===== config.mk =====
export PLATFORM = sky130hd
export DESIGN_NAME = acas_top
export DESIGN_NICKNAME = d
export VERILOG_FILES = /design/src/inc/acas_pkg.sv /design/src/hdl/acas_ack_bank.sv /design/src/hdl/acas_top.sv
export VERILOG_INCLUDE_DIRS = /design/src /design/src/inc
export SDC_FILE = /design/constraint.sdc
export NUM_CORES = 1
export LEC_CHECK = 0
export ABC_AREA = 1
export BUFFER_PORTS_ARGS = -buffer_cell sky130_fd_sc_hd__buf_2
export CORE_UTILIZATION = 30
export CTS_CLUSTER_DIAMETER = 40
export DETAILED_ROUTE_END_ITERATION = 16
export SKIP_LAST_GASP = 1
export SLEW_MARGIN = 20
export SYNTH_ARGS = -nofsm -noshare
export SYNTH_HDL_FRONTEND = slang
export SYNTH_SLANG_ARGS = --single-unit

===== constraint.sdc =====
create_clock -name pclk -period 1.74 [get_ports pclk]
set_clock_uncertainty 0.1 [all_clocks]
set_input_delay 0.261 -clock pclk [delete_from_list [all_inputs] [get_ports pclk]]
set_output_delay 0.261 -clock pclk [all_outputs]
set_load 0.005 [all_outputs]

===== src/inc/acas_params.svh =====
// Constants for the per-axis command acknowledge and status block
//
// Summary of operation
// RQ1: Ack bits 0-2 confirm move and speed
// RQ2: Ack bit 5 confirms interrupt feeding
// RQ3: Ack bit 6 confirms mask/latch enable
// RQ4: Ack bit 7 confirms position preset
// RQ5: Ack bits 8-10 confirm synchronous feeding
// RQ6: Ack bit 11 confirms origin latch enable
// RQ7: Ack bit 14 confirms origin latch clear
// RQ8: Ack bit 15 confirms latch flag clear
// RQ9: Program leaves reserved ack bits alone
// RQ10: Busy bit 0 high during axis operation
// RQ11: Unassigned axes busy during memory operation
// RQ12: Bit 1 high when jogging may start
// RQ13: Bit 2 high when direct operation may start
// RQ14: Bit 4 on stop command or input
// RQ15: Stop flag blocks other start acknowledges
// RQ16: Bit 5 follows synchronous group stop
// RQ17: Bit 6 follows all-unit synchronous stop
// RQ18: Bit 7 confirms high-speed start
// RQ19: Bit 8 flags failed start conditions
// RQ20: Start error or priority loss also flags
// RQ21: Ack stays while command high, then falls
// RQ22: Reserved status bits read zero
`ifndef ACAS_PARAMS_SVH
`define ACAS_PARAMS_SVH

// ***********************************************************
// Register indices (byte address is four times the index)
// ***********************************************************
`define ACAS_IDX_CMD      12'h000
`define ACAS_IDX_ACK      12'h001
`define ACAS_IDX_STAT     12'h002

// ***********************************************************
// Field masks and positions
// ***********************************************************
`define ACAS_ACK_VALID    16'hCFE7
`define ACAS_START_MASK   16'h0727
`define ACAS_STAT_VALID   16'h01F7
`define ACAS_ST_BUSY      0
`define ACAS_ST_JOG       1
`define ACAS_ST_DIRECT    2
`define ACAS_ST_STOP      4
`define ACAS_ST_GRP       5
`define ACAS_ST_ALL       6
`define ACAS_ST_HSPTP     7
`define ACAS_ST_INVALID   8

// ***********************************************************
// Reset values
// ***********************************************************
`define ACAS_RST_WORD     16'h0000
`define ACAS_RST_DATA     32'h0000_0000

`endif


===== src/inc/acas_pkg.sv =====
// Types shared by the command acknowledge and status block
package acas_pkg;

  // Axis engine conditions seen by the status word
  typedef struct packed {
    logic axis_busy;      // Axis performing an operation
    logic mem_op;         // Memory operation running
    logic unassigned;     // Axis absent from axis configuration
    logic jog_ok;         // Jogging may start
    logic direct_ok;      // Direct operation may start
    logic imm_stop_cmd;   // Immediate stop command accepted
    logic dec_stop_cmd;   // Deceleration stop command accepted
    logic estop_in;       // Emergency stop input active
    logic decel_in;       // Deceleration input active
    logic grp_stop_bit;   // Synchronous group stop bit
    logic all_stop_bit;   // All-unit synchronous stop bit
    logic sys_stopped;    // System has come to rest
    logic hsptp_req;      // High-speed point-to-point start
    logic start_fail;     // Start conditions not met
    logic start_err;      // Error arose at command start
    logic prio_lost;      // Competing command had priority
  } acas_axis_in_t;

  // State of the acknowledge bank
  typedef struct packed {
    logic [15:0] ack;     // Acknowledge flags
    logic [15:0] accept;  // Bits accepted in the last cycle
  } acas_ack_st_t;

  // State of the top level
  typedef struct packed {
    logic [15:0] cmd;     // Command word from software
    logic [15:0] stat;    // Command status word
    logic        grp_seen;  // Group stop accepted
    logic        all_seen;  // All-unit stop accepted
    logic [31:0] prdata;  // Read data
    logic        pready;  // Transfer completion
    logic        pslverr; // Transfer error
  } acas_top_st_t;

endpackage


===== src/hdl/acas_ack_bank.sv =====
// Acknowledge flag bank with four-phase handshake per bit
`timescale 1ns/1ns
`include "acas_params.svh"
module acas_ack_bank #(
  parameter logic [15:0] VALID = `ACAS_ACK_VALID
) (
  input  wire logic         pclk,
  input  wire logic         presetn,
  input  wire logic         ce,
  input  wire logic [15:0]  cmd,
  input  wire logic [15:0]  block,
  output      logic [15:0]  ack,
  output      logic [15:0]  accept
);
  import acas_pkg::*;

  acas_ack_st_t st_r;   // All state
  acas_ack_st_t st_nxt; // Next state

  // ***********************************************************
  // Handshake
  // ***********************************************************
  // Accept new command bits unless blocked, hold while high
  always_comb begin
    st_nxt = st_r;
    if (ce) begin
      // Held flag stays; a new one needs an unblocked command
      st_nxt.ack = cmd & VALID & (st_r.ack | ~block); // RQ21 RQ15
      st_nxt.accept = st_nxt.ack & ~st_r.ack;
    end
  end

  // State register
  always_ff @(posedge pclk or negedge presetn) begin
    if (!presetn) begin
      st_r <= '0;
    end else begin
      st_r <= st_nxt;
    end
  end

  assign ack    = st_r.ack;
  assign accept = st_r.accept;

  // ***********************************************************
  // Checks
  // ***********************************************************
  AST_ACK_FALL: assert property (@(posedge pclk) disable iff (!presetn) // RQ21
    ce && !cmd[0] |=> !ack[0])
    else $error("ack bit 0 held after command cleared");
  AST_ACK_HOLD: assert property (@(posedge pclk) disable iff (!presetn) // RQ21
    ce && ack[1] && cmd[1] |=> ack[1])
    else $error("ack bit 1 dropped while command high");

endmodule


===== src/hdl/acas_top.sv =====
// APB register bank for per-axis command acknowledge and status
`timescale 1ns/1ns
`include "acas_params.svh"
module acas_top (
  input  wire logic                  pclk,
  input  wire logic                  presetn,
  input  wire logic                  ce,
  input  wire logic                  psel,
  input  wire logic                  penable,
  input  wire logic                  pwrite,
  input  wire logic [11:0]           paddr,
  input  wire logic [31:0]           pwdata,
  input  wire logic [3:0]            pstrb,
  output      logic [31:0]           prdata,
  output      logic                  pready,
  output      logic                  pslverr,
  input  wire acas_pkg::acas_axis_in_t axis_in,
  output      logic [15:0]           ack_word,
  output      logic [15:0]           status_word
);
  import acas_pkg::*;

  acas_top_st_t  st_r;    // All state
  acas_top_st_t  st_nxt;  // Next state
  logic [15:0]   ack;     // Acknowledge flags
  logic [15:0]   accept;  // Newly accepted bits
  logic [15:0]   block;   // Blocked command bits
  logic [11:0]   idx;     // Register index of the access
  logic          setup;   // Setup phase of a transfer
  logic          wr_done; // Write takes effect now
  logic          start_acc; // A start command was accepted
  logic          inv_set; // Start-invalid event

  // ***********************************************************
  // Helpers
  // ***********************************************************
  // Map a word index to its byte address
  function automatic logic [11:0] byte_addr(input logic [11:0] i);
    byte_addr = {i[9:0], 2'b00};
  endfunction

  // Check that an address is one of ours
  function automatic logic is_mapped(input logic [11:0] a);
    is_mapped = (a == byte_addr(`ACAS_IDX_CMD))
             || (a == byte_addr(`ACAS_IDX_ACK))
             || (a == byte_addr(`ACAS_IDX_STAT));
  endfunction

  // ***********************************************************
  // Acknowledge bank
  // ***********************************************************
  // Start bits are held off while the stop flag stands
  assign block = st_r.stat[`ACAS_ST_STOP] ? `ACAS_START_MASK
                                           : 16'h0000; // RQ15

  // Bits 0-2, 5-11, 14, 15 each answer their command bit
  acas_ack_bank #(
    .VALID (`ACAS_ACK_VALID)  // RQ1 RQ2 RQ3 RQ4 RQ5 RQ6 RQ7 RQ8
  ) u_ack (
    .pclk    (pclk),
    .presetn (presetn),
    .ce      (ce),
    .cmd     (st_r.cmd),
    .block   (block),
    .ack     (ack),
    .accept  (accept)
  );

  // ***********************************************************
  // Bus decode
  // ***********************************************************
  assign idx      = {2'b00, paddr[11:2]};
  assign setup    = psel && !penable && !st_r.pready;
  assign wr_done  = psel && penable && st_r.pready && pwrite
                 && !st_r.pslverr;
  assign start_acc = |(accept & `ACAS_START_MASK);
  assign inv_set  = axis_in.start_fail             // RQ19
                 || axis_in.start_err || axis_in.prio_lost; // RQ20

  // ***********************************************************
  // Next state
  // ***********************************************************
  // Bus answer, command register and status word
  always_comb begin
    st_nxt = st_r;
    if (ce) begin
      // Bus: answer one cycle after setup, then release
      st_nxt.pready  = 1'b0;
      st_nxt.pslverr = 1'b0;
      if (setup) begin
        st_nxt.pready = 1'b1;
        st_nxt.prdata = `ACAS_RST_DATA;
        if (!is_mapped(paddr)) begin
          // Unmapped address
          st_nxt.pslverr = 1'b1;
        end else if (pwrite) begin
          // Only the command word takes writes
          st_nxt.pslverr = (idx != `ACAS_IDX_CMD);
        end else begin
          case (idx)
            `ACAS_IDX_CMD:  st_nxt.prdata = {16'h0000, st_r.cmd};
            `ACAS_IDX_ACK:  st_nxt.prdata = {16'h0000, ack};
            `ACAS_IDX_STAT: st_nxt.prdata = {16'h0000, st_r.stat};
            default:        st_nxt.prdata = `ACAS_RST_DATA;
          endcase
        end
      end
      // Command write with byte lanes
      if (wr_done) begin
        if (pstrb[0]) begin
          st_nxt.cmd[7:0] = pwdata[7:0];
        end
        if (pstrb[1]) begin
          st_nxt.cmd[15:8] = pwdata[15:8];
        end
      end
      // Busy, including unassigned axes in memory operation
      st_nxt.stat[`ACAS_ST_BUSY] = axis_in.axis_busy // RQ10
        || (axis_in.mem_op && axis_in.unassigned);   // RQ11
      // Start permissions
      st_nxt.stat[`ACAS_ST_JOG]    = axis_in.jog_ok;    // RQ12
      st_nxt.stat[`ACAS_ST_DIRECT] = axis_in.direct_ok; // RQ13
      // Stop input flag
      st_nxt.stat[`ACAS_ST_STOP] = axis_in.imm_stop_cmd // RQ14
        || axis_in.dec_stop_cmd || axis_in.estop_in
        || axis_in.decel_in;
      // Remember stop bits while the system stays stopped
      st_nxt.grp_seen = axis_in.grp_stop_bit
        || (st_r.grp_seen && axis_in.sys_stopped);
      st_nxt.all_seen = axis_in.all_stop_bit
        || (st_r.all_seen && axis_in.sys_stopped);
      st_nxt.stat[`ACAS_ST_GRP] = axis_in.grp_stop_bit // RQ16
        || (st_r.grp_seen && axis_in.sys_stopped);
      st_nxt.stat[`ACAS_ST_ALL] = axis_in.all_stop_bit // RQ17
        || (st_r.all_seen && axis_in.sys_stopped);
      // High-speed start acknowledge
      st_nxt.stat[`ACAS_ST_HSPTP] = axis_in.hsptp_req; // RQ18
      // Start invalid: new start clears, failure sets and wins
      if (start_acc) begin
        st_nxt.stat[`ACAS_ST_INVALID] = 1'b0;
      end
      if (inv_set) begin
        st_nxt.stat[`ACAS_ST_INVALID] = 1'b1; // RQ19 RQ20
      end
      // Reserved bits forced low
      st_nxt.stat = st_nxt.stat & `ACAS_STAT_VALID; // RQ22
    end
  end

  // ***********************************************************
  // State register
  // ***********************************************************
  always_ff @(posedge pclk or negedge presetn) begin
    if (!presetn) begin
      st_r <= '0;
    end else begin
      st_r <= st_nxt;
    end
  end

  // Outputs straight from flip-flops
  assign prdata      = st_r.prdata;
  assign pready      = st_r.pready;
  assign pslverr     = st_r.pslverr;
  assign ack_word    = ack;
  assign status_word = st_r.stat;

  // ***********************************************************
  // Checks
  // ***********************************************************
  AST_ACK_ABS: assert property (@(posedge pclk) disable iff (!presetn) // RQ1
    ce && st_r.cmd[0] && !ack[0] && !st_r.stat[`ACAS_ST_STOP]
    |=> ack[0])
    else $error("absolute move not acknowledged");

  AST_ACK_FEED: assert property (@(posedge pclk) disable iff (!presetn) // RQ2
    ce && st_r.cmd[5] && !st_r.stat[`ACAS_ST_STOP] |=> ack[5])
    else $error("interrupt feeding not acknowledged");

  AST_ACK_MASK: assert property (@(posedge pclk) disable iff (!presetn) // RQ3
    ce && st_r.cmd[6] |=> ack[6])
    else $error("latch enable not acknowledged");

  AST_ACK_PRESET: assert property (@(posedge pclk) disable iff (!presetn) // RQ4
    ce && st_r.cmd[7] |=> ack[7])
    else $error("preset not acknowledged");

  AST_ACK_SYNC: assert property (@(posedge pclk) disable iff (!presetn) // RQ5
    ce && st_r.cmd[10] && !st_r.stat[`ACAS_ST_STOP] |=> ack[10])
    else $error("sync torque not acknowledged");

  AST_ACK_ORIGIN: assert property (@(posedge pclk) disable iff (!presetn) // RQ6
    ce && st_r.cmd[11] |=> ack[11])
    else $error("origin latch enable not acknowledged");

  AST_ACK_OCLR: assert property (@(posedge pclk) disable iff (!presetn) // RQ7
    ce && st_r.cmd[14] |=> ack[14])
    else $error("origin latch clear not acknowledged");

  AST_ACK_LCLR: assert property (@(posedge pclk) disable iff (!presetn) // RQ8
    ce && st_r.cmd[15] |=> ack[15])
    else $error("latch clear not acknowledged");

  AST_BUSY: assert property (@(posedge pclk) disable iff (!presetn) // RQ10
    ce && axis_in.axis_busy |=> status_word[`ACAS_ST_BUSY])
    else $error("busy missing during operation");

  AST_BUSY_MEM: assert property (@(posedge pclk) disable iff (!presetn) // RQ11
    ce && axis_in.mem_op && axis_in.unassigned
    |=> status_word[`ACAS_ST_BUSY])
    else $error("unassigned axis not busy");

  AST_JOG: assert property (@(posedge pclk) disable iff (!presetn) // RQ12
    ce |=> status_word[`ACAS_ST_JOG] == $past(axis_in.jog_ok))
    else $error("jog enable wrong");

  AST_DIRECT: assert property (@(posedge pclk) disable iff (!presetn) // RQ13
    ce |=> status_word[`ACAS_ST_DIRECT] == $past(axis_in.direct_ok))
    else $error("direct enable wrong");

  AST_STOP: assert property (@(posedge pclk) disable iff (!presetn) // RQ14
    ce && (axis_in.estop_in || axis_in.imm_stop_cmd)
    |=> status_word[`ACAS_ST_STOP])
    else $error("stop flag missing");

  AST_STOP_BLOCK: assert property (@(posedge pclk) disable iff (!presetn) // RQ15
    ce && st_r.stat[`ACAS_ST_STOP] && !ack[1] |=> !ack[1])
    else $error("start acknowledged during stop");

  AST_GRP: assert property (@(posedge pclk) disable iff (!presetn) // RQ16
    ce && axis_in.grp_stop_bit ##1 ce && axis_in.sys_stopped
    |=> status_word[`ACAS_ST_GRP])
    else $error("group stop flag lost");

  AST_ALL: assert property (@(posedge pclk) disable iff (!presetn) // RQ17
    ce && axis_in.all_stop_bit |=> status_word[`ACAS_ST_ALL])
    else $error("all-unit stop flag missing");

  AST_HSPTP: assert property (@(posedge pclk) disable iff (!presetn) // RQ18
    ce && axis_in.hsptp_req |=> status_word[`ACAS_ST_HSPTP])
    else $error("high-speed start not acknowledged");

  AST_INVALID: assert property (@(posedge pclk) disable iff (!presetn) // RQ19
    ce && axis_in.start_fail |=> status_word[`ACAS_ST_INVALID])
    else $error("start invalid not set");

  AST_INV_PRIO: assert property (@(posedge pclk) disable iff (!presetn) // RQ20
    ce && (axis_in.prio_lost || axis_in.start_err)
    |=> status_word[`ACAS_ST_INVALID])
    else $error("start invalid missed error or priority");

  AST_RSVD: assert property (@(posedge pclk) disable iff (!presetn) // RQ22
    (status_word & ~`ACAS_STAT_VALID) == 16'h0000
    && (ack_word & ~`ACAS_ACK_VALID) == 16'h0000)
    else $error("reserved bit set");

  AST_APB_READY: assert property (@(posedge pclk) disable iff (!presetn)
    ce && psel && !penable && !pready |=> pready ##1 !pready)
    else $error("bus answer not one cycle after setup");

endmodule


* Yosys cells after proc, flatten, opt, wreduce, memory -nomap -nowiden
Cells that the tools add are included.
** Word-level totals
- Latch bits :: 0
- RAM bits :: 0
- Register bits :: 71
- Memories :: 0
- Bits in read-only memories :: 0
- Logic and storage cells :: 60
** Operators by class
- $add $sub $neg :: 0
- Shift operators :: 0
- Bitwise logic cells :: 5
- Divide/modulo/power cells :: 0
- Equality and inequality tests :: 4
- Order comparisons :: 0
- Multiply operators :: 0
- Reductions and logical operators :: 31
- Muxes and demuxes :: 9
** Operators with widths (number)
- $pmux 16 s3 :: 1
- $mux 16 :: 2
- $logic_not 12->1 :: 2
- $and 16x16->16 :: 1
- $not 11->16 :: 1
- $or 16x16->16 :: 1
- $eq 12x3->1 const B :: 1
- $eq 12x4->1 const B :: 1
- $reduce_bool 12->1 :: 1
- $and 11x11->11 :: 1
- $mux 11 :: 1
- $not 11->11 :: 1
- $eq 10x1->1 const B :: 1
- $eq 10x2->1 const B :: 1
- $logic_or 1x1->1 :: 10
- $logic_and 1x1->1 :: 9
- $reduce_or 7->1 :: 1
- $reduce_and 3->1 :: 2
- $mux 1 :: 4
- $reduce_and 2->1 :: 2
- $logic_not 1->1 :: 3
- $mux 2 :: 1
- $reduce_bool 2->1 :: 1

* Logic depth before layout (Yosys ltp)
- Depth after elaboration :: 5
- Mapped depth :: 8
- Gate-level depth less buffers :: 7

* Modules after synthesis
A second synthesis with hierarchy kept.
** Unflattened totals
- Cell total of the unflattened synthesis :: 470
- Area, all modules :: 3597.2 sq um
** By module, submodules not included
- acas_top :: cells each 313, seq. area each 1051.0 sq um, area each 2414.8 sq um, instances 1
- acas_ack_bank :: cells each 157, seq. area each 600.6 sq um, area each 1182.4 sq um, instances 1

* Least setup slack after synthesis
Ideal clock, no wire load.
- Kind :: flip-flop to flip-flop
- Start :: register st_r, in the netlist pready
- End :: register st_r[64] (netlist name)
- Cell stages (with the launch flop) :: 7
- Required time :: 1523 ps
- Clock period less this slack :: 1353 ps
- Slack :: 387 ps
- Arrival time :: 1136 ps
- Path through :: dfrtp_1 nand3_1 nor3_2 nand3_2 buf_6 nand2_1 o21ai_2
** Between the ends
- Word-level cells in the longest chain between the ends :: 4
** RTL lines
- start, declared :: line acas_top.sv:23 : acas_top_st_t st_r;
- start signal, assigned :: line acas_top.sv:157 : st_r <= st_nxt;
- $logic_and 1x1->1 (2 in series) :: line acas_top.sv:74 : assign wr_done = psel && penable && st_r.pready && pwrite
- $logic_and 1x1->1 :: line acas_top.sv:75 : && !st_r.pslverr;
- $reduce_and 3->1 (no line)
Every way passes these cells.
A chain may end at the register's enable or synchronous reset.

* Worst setup path in the final report
- Start :: register st_r, in the netlist status_word[4]
- End :: output port status_word[4]
** RTL lines
- end, declared :: line acas_top.sv:19 : output logic [15:0] status_word
No word-level cell between the ends.

==> summary.md <==
The flow ran to the end, and the final reports show no timing, DRC or antenna violations. In this run the number of H-tree levels came out at 3. The total routing resource utilization after global routing is 0.146.

The first detailed-routing pass took 4 iterations. Setup violations remaining at the end of the flow were counted as 0. In the final timing run, aggregate negative setup slack is 0 ps. In this run, CTS created clock tree buffers numbering 9. Dividing the synthesized area by the synthesized cell count gives 8.37 µm².

Setup slack on the critical path of the routed design comes to 269 ps. The logs give 0.237 for the met2 layer usage reported by global route and 1530 µm² for the area taken by flip-flops and latches. For the floorplan row count, the log shows 37.

Detailed placement ended at an HPWL of 5.71 mm. The tool flagged a number of max-cap violations equal to 0. In this run the critical register-to-register path is launched from pready. The most instantiated flip-flop cell in the synthesis netlist was sky130_fd_sc_hd__dfrtp_1. OpenSTA, run right after detailed placement, puts the worst setup slack at 167 ps. The proportion of layout cells with a drive suffix above 1 works out to 0.306. The busiest metal layer after global routing is met2. The tools report the first-pass GRT wire length as 12.5 mm. For this run, the number of Yosys warnings is 0. STA puts the critical path data required time at 1380 ps. The die covers 11100 µm². The wire length per cell after detailed routing works out to 13.0 µm. The top fanout value on the critical path is 10. The portion of the clock cycle consumed by the worst path in the final layout came out at 0.845. The tools report the startpoint type of the worst setup path as a flop. Pin placement for this block handled 136 I/O pins.

The number of global-route vias before repair was 2446; the power density over the cells was 863 nW/µm². The tools report the maximum number of pins on one net before global-route repair as 62. The initial core utilization was 0.310; the clock input transition at the sequential cells of the worst setup and hold paths was 70 ps. In this run the most critical hold path is launched from axis_in[5]. 0 antenna diodes ended up in the layout.

The worst setup path is captured at an output pin. The initial antenna violation count is 0, and the via-per-instance ratio is 4.35. The routed via count was 2595; the number of buffers inserted by post-CTS setup repair was 0.

The critical path is of the reg -> out type. The worst-case IR drop observed on VDD is 0.000379 V. After synthesis, the netlist uses 29 different library cells. At the later pin of the worst-skew pair, clock insertion delay measures 340 ps.

The die is 106 µm tall. The worst hold path belongs to the class in -> reg. Data arrives at the worst endpoint at 1110 ps. The number of instances in the placed design came out at 581.

For the area of the multi-input gates, the log shows 1180 µm². The longest clock path from root to sink contains 2 buffers. Setup repair after global routing left no endpoint under its margin. The number of buffers and inverters on the critical path was 1; the post-synthesis to final-layout area growth was 17.7%. The layout has 1087 filler cells.

The cell type group with the largest total delay on the critical path is flip-flops. The highest-delay cell along the critical path is sky130_fd_sc_hd__dfrtp_1. The logs give 0.475 for the sequential-to-total area share from yosys stat and 0.191 for the global routing met1 resource utilization.

For this run the aggregate overflow at the end of global routing stands at 0. The clock period minus worst slack works out to 1470 ps. The tools report the remaining antenna violation count as 0. CTS placed an instance of sky130_fd_sc_hd__clkbuf_8 at the clock tree root. Wires add up to 7.76 mm. The count of input and output buffers is 89. The flop and latch count out of synthesis is 61, and the DRC violation count after routing is 0. The die is 106 µm wide. Synthesis handed over a netlist of 384 instances. Clock tree synthesis found a total of 61 sinks. The met3 capacity usage during global routing is 0.0334, and the number of enable flip-flop cells after synthesis is 0. For this run, the slowest stage of the critical path takes 580 ps. In the layout the commonest cells are sky130_fd_sc_hd__nand2_1, sky130_fd_sc_hd__buf_2, sky130_fd_sc_hd__dfrtp_1. Leaving out fill and tap cells, the most frequent cell in the layout is sky130_fd_sc_hd__nand2_1. Traced cell by cell, the critical path runs through buf_2.

The share of flip-flops with an asynchronous set or reset is 1.00. The critical path startpoint was status_word[4]. Routability-driven placement finished with a final weighted congestion of 0.795.

The synthesized netlist occupies a cell area of 3220 µm². The tools report the number of failing hold endpoints at the final stage as 0. Final number of max-transition violations: 0. TritonCTS built the clock tree.

The finished layout holds 597 standard cells, fillers aside. Summed over all cells, the static leakage comes to 2.09 nW. The core region is 10400 µm².

For this block, the initial DRC count from the detailed router was 105. For the utilization after layout, the log shows 0.365. Final net count: 527. Based on the critical path, the design can be clocked at up to 0.680 GHz.
-- path summary, 6_finish.rpt --
check,endpoint,slack [ps],depth (start not counted)
setup reg to reg,st_r[66],280,6
hold reg to reg,prdata[7],370,2
min in group asynchronous,u_ack.ack[10],360,3
max in group asynchronous,prdata[11],910,3
setup / recovery,status_word[4],270,1
hold / removal,status_word[6],20,3
-- through the flow --
| step | total power [W] | area, µm² | hold slack (ps) |
|---|---|---|---|
| floorplan | 0.00187 | 3320 | -135 |
| global placement | 0.00200 | 3580 | 200 |
| detailed placement | 0.00202 | 3580 | 203 |
| CTS | 0.00331 | 3790 | 1.39 |
| global route | 0.00343 | 3790 | 24.7 |
| finish | 0.00327 | 3790 | 18.9 |
-- where the power goes --
| group | internal (W) | switching [W] |
|---|---|---|
| clock | 0.000726 | 0.000557 |
| sequential | 0.00152 | 0.0000769 |
| combinational | 0.000163 | 0.000224 |
-- cell type report --
type	count	share of cell area
multi-input cells	247	0.311
well taps	136	0.0449
clock buffers	11	0.0400
inverters	37	0.0367
flip-flops and latches	61	0.403
repair buffers	101	0.152
clock inverters	4	0.0126
-- synth_stat cells (all sizes together), types with 2 or more instances --
library cell  instances  area, µm²
nand2               101        392
dfrtp                61       1530
buf                  59        449
nand3                48        250
inv                  35        131
o21ai                32        198
nor2                 18       77.6
a21oi                 7       57.6
clkbuf                7       26.3
o22ai                 7       43.8
nor3                  3       31.3
clkinv                2       7.51
-- cells by family after synthesis --
group	share of synthesized area
AO/OA/AOI/OAI	0.0957
buffers and inverters	0.191
flip-flops	0.475
other	0.00117
AND/OR/NAND/NOR	0.237
-- metal layers --
layer,wire length (µm),vias up,share of wire
met4,121,0,0.016
li1,-,1288,-
met1,3530,1194,0.45
met3,549,11,0.071
met2,3560,102,0.46
met5,0,-,0
-- flip-flops by register name, indices dropped and copies added (netlist names) --
name and cells:
prdata 16, st_r 16, u_ack.accept 7, pslverr 1
status_word 8, u_ack.ack 12, pready 1
-- timing repair --
item                      in CTS  in global routing
hold buffers                   1                  0
hold endpoints to repair      61                  0
gates resized for setup        0                  0
No activity file was read; power rests on OpenSTA's default activity.
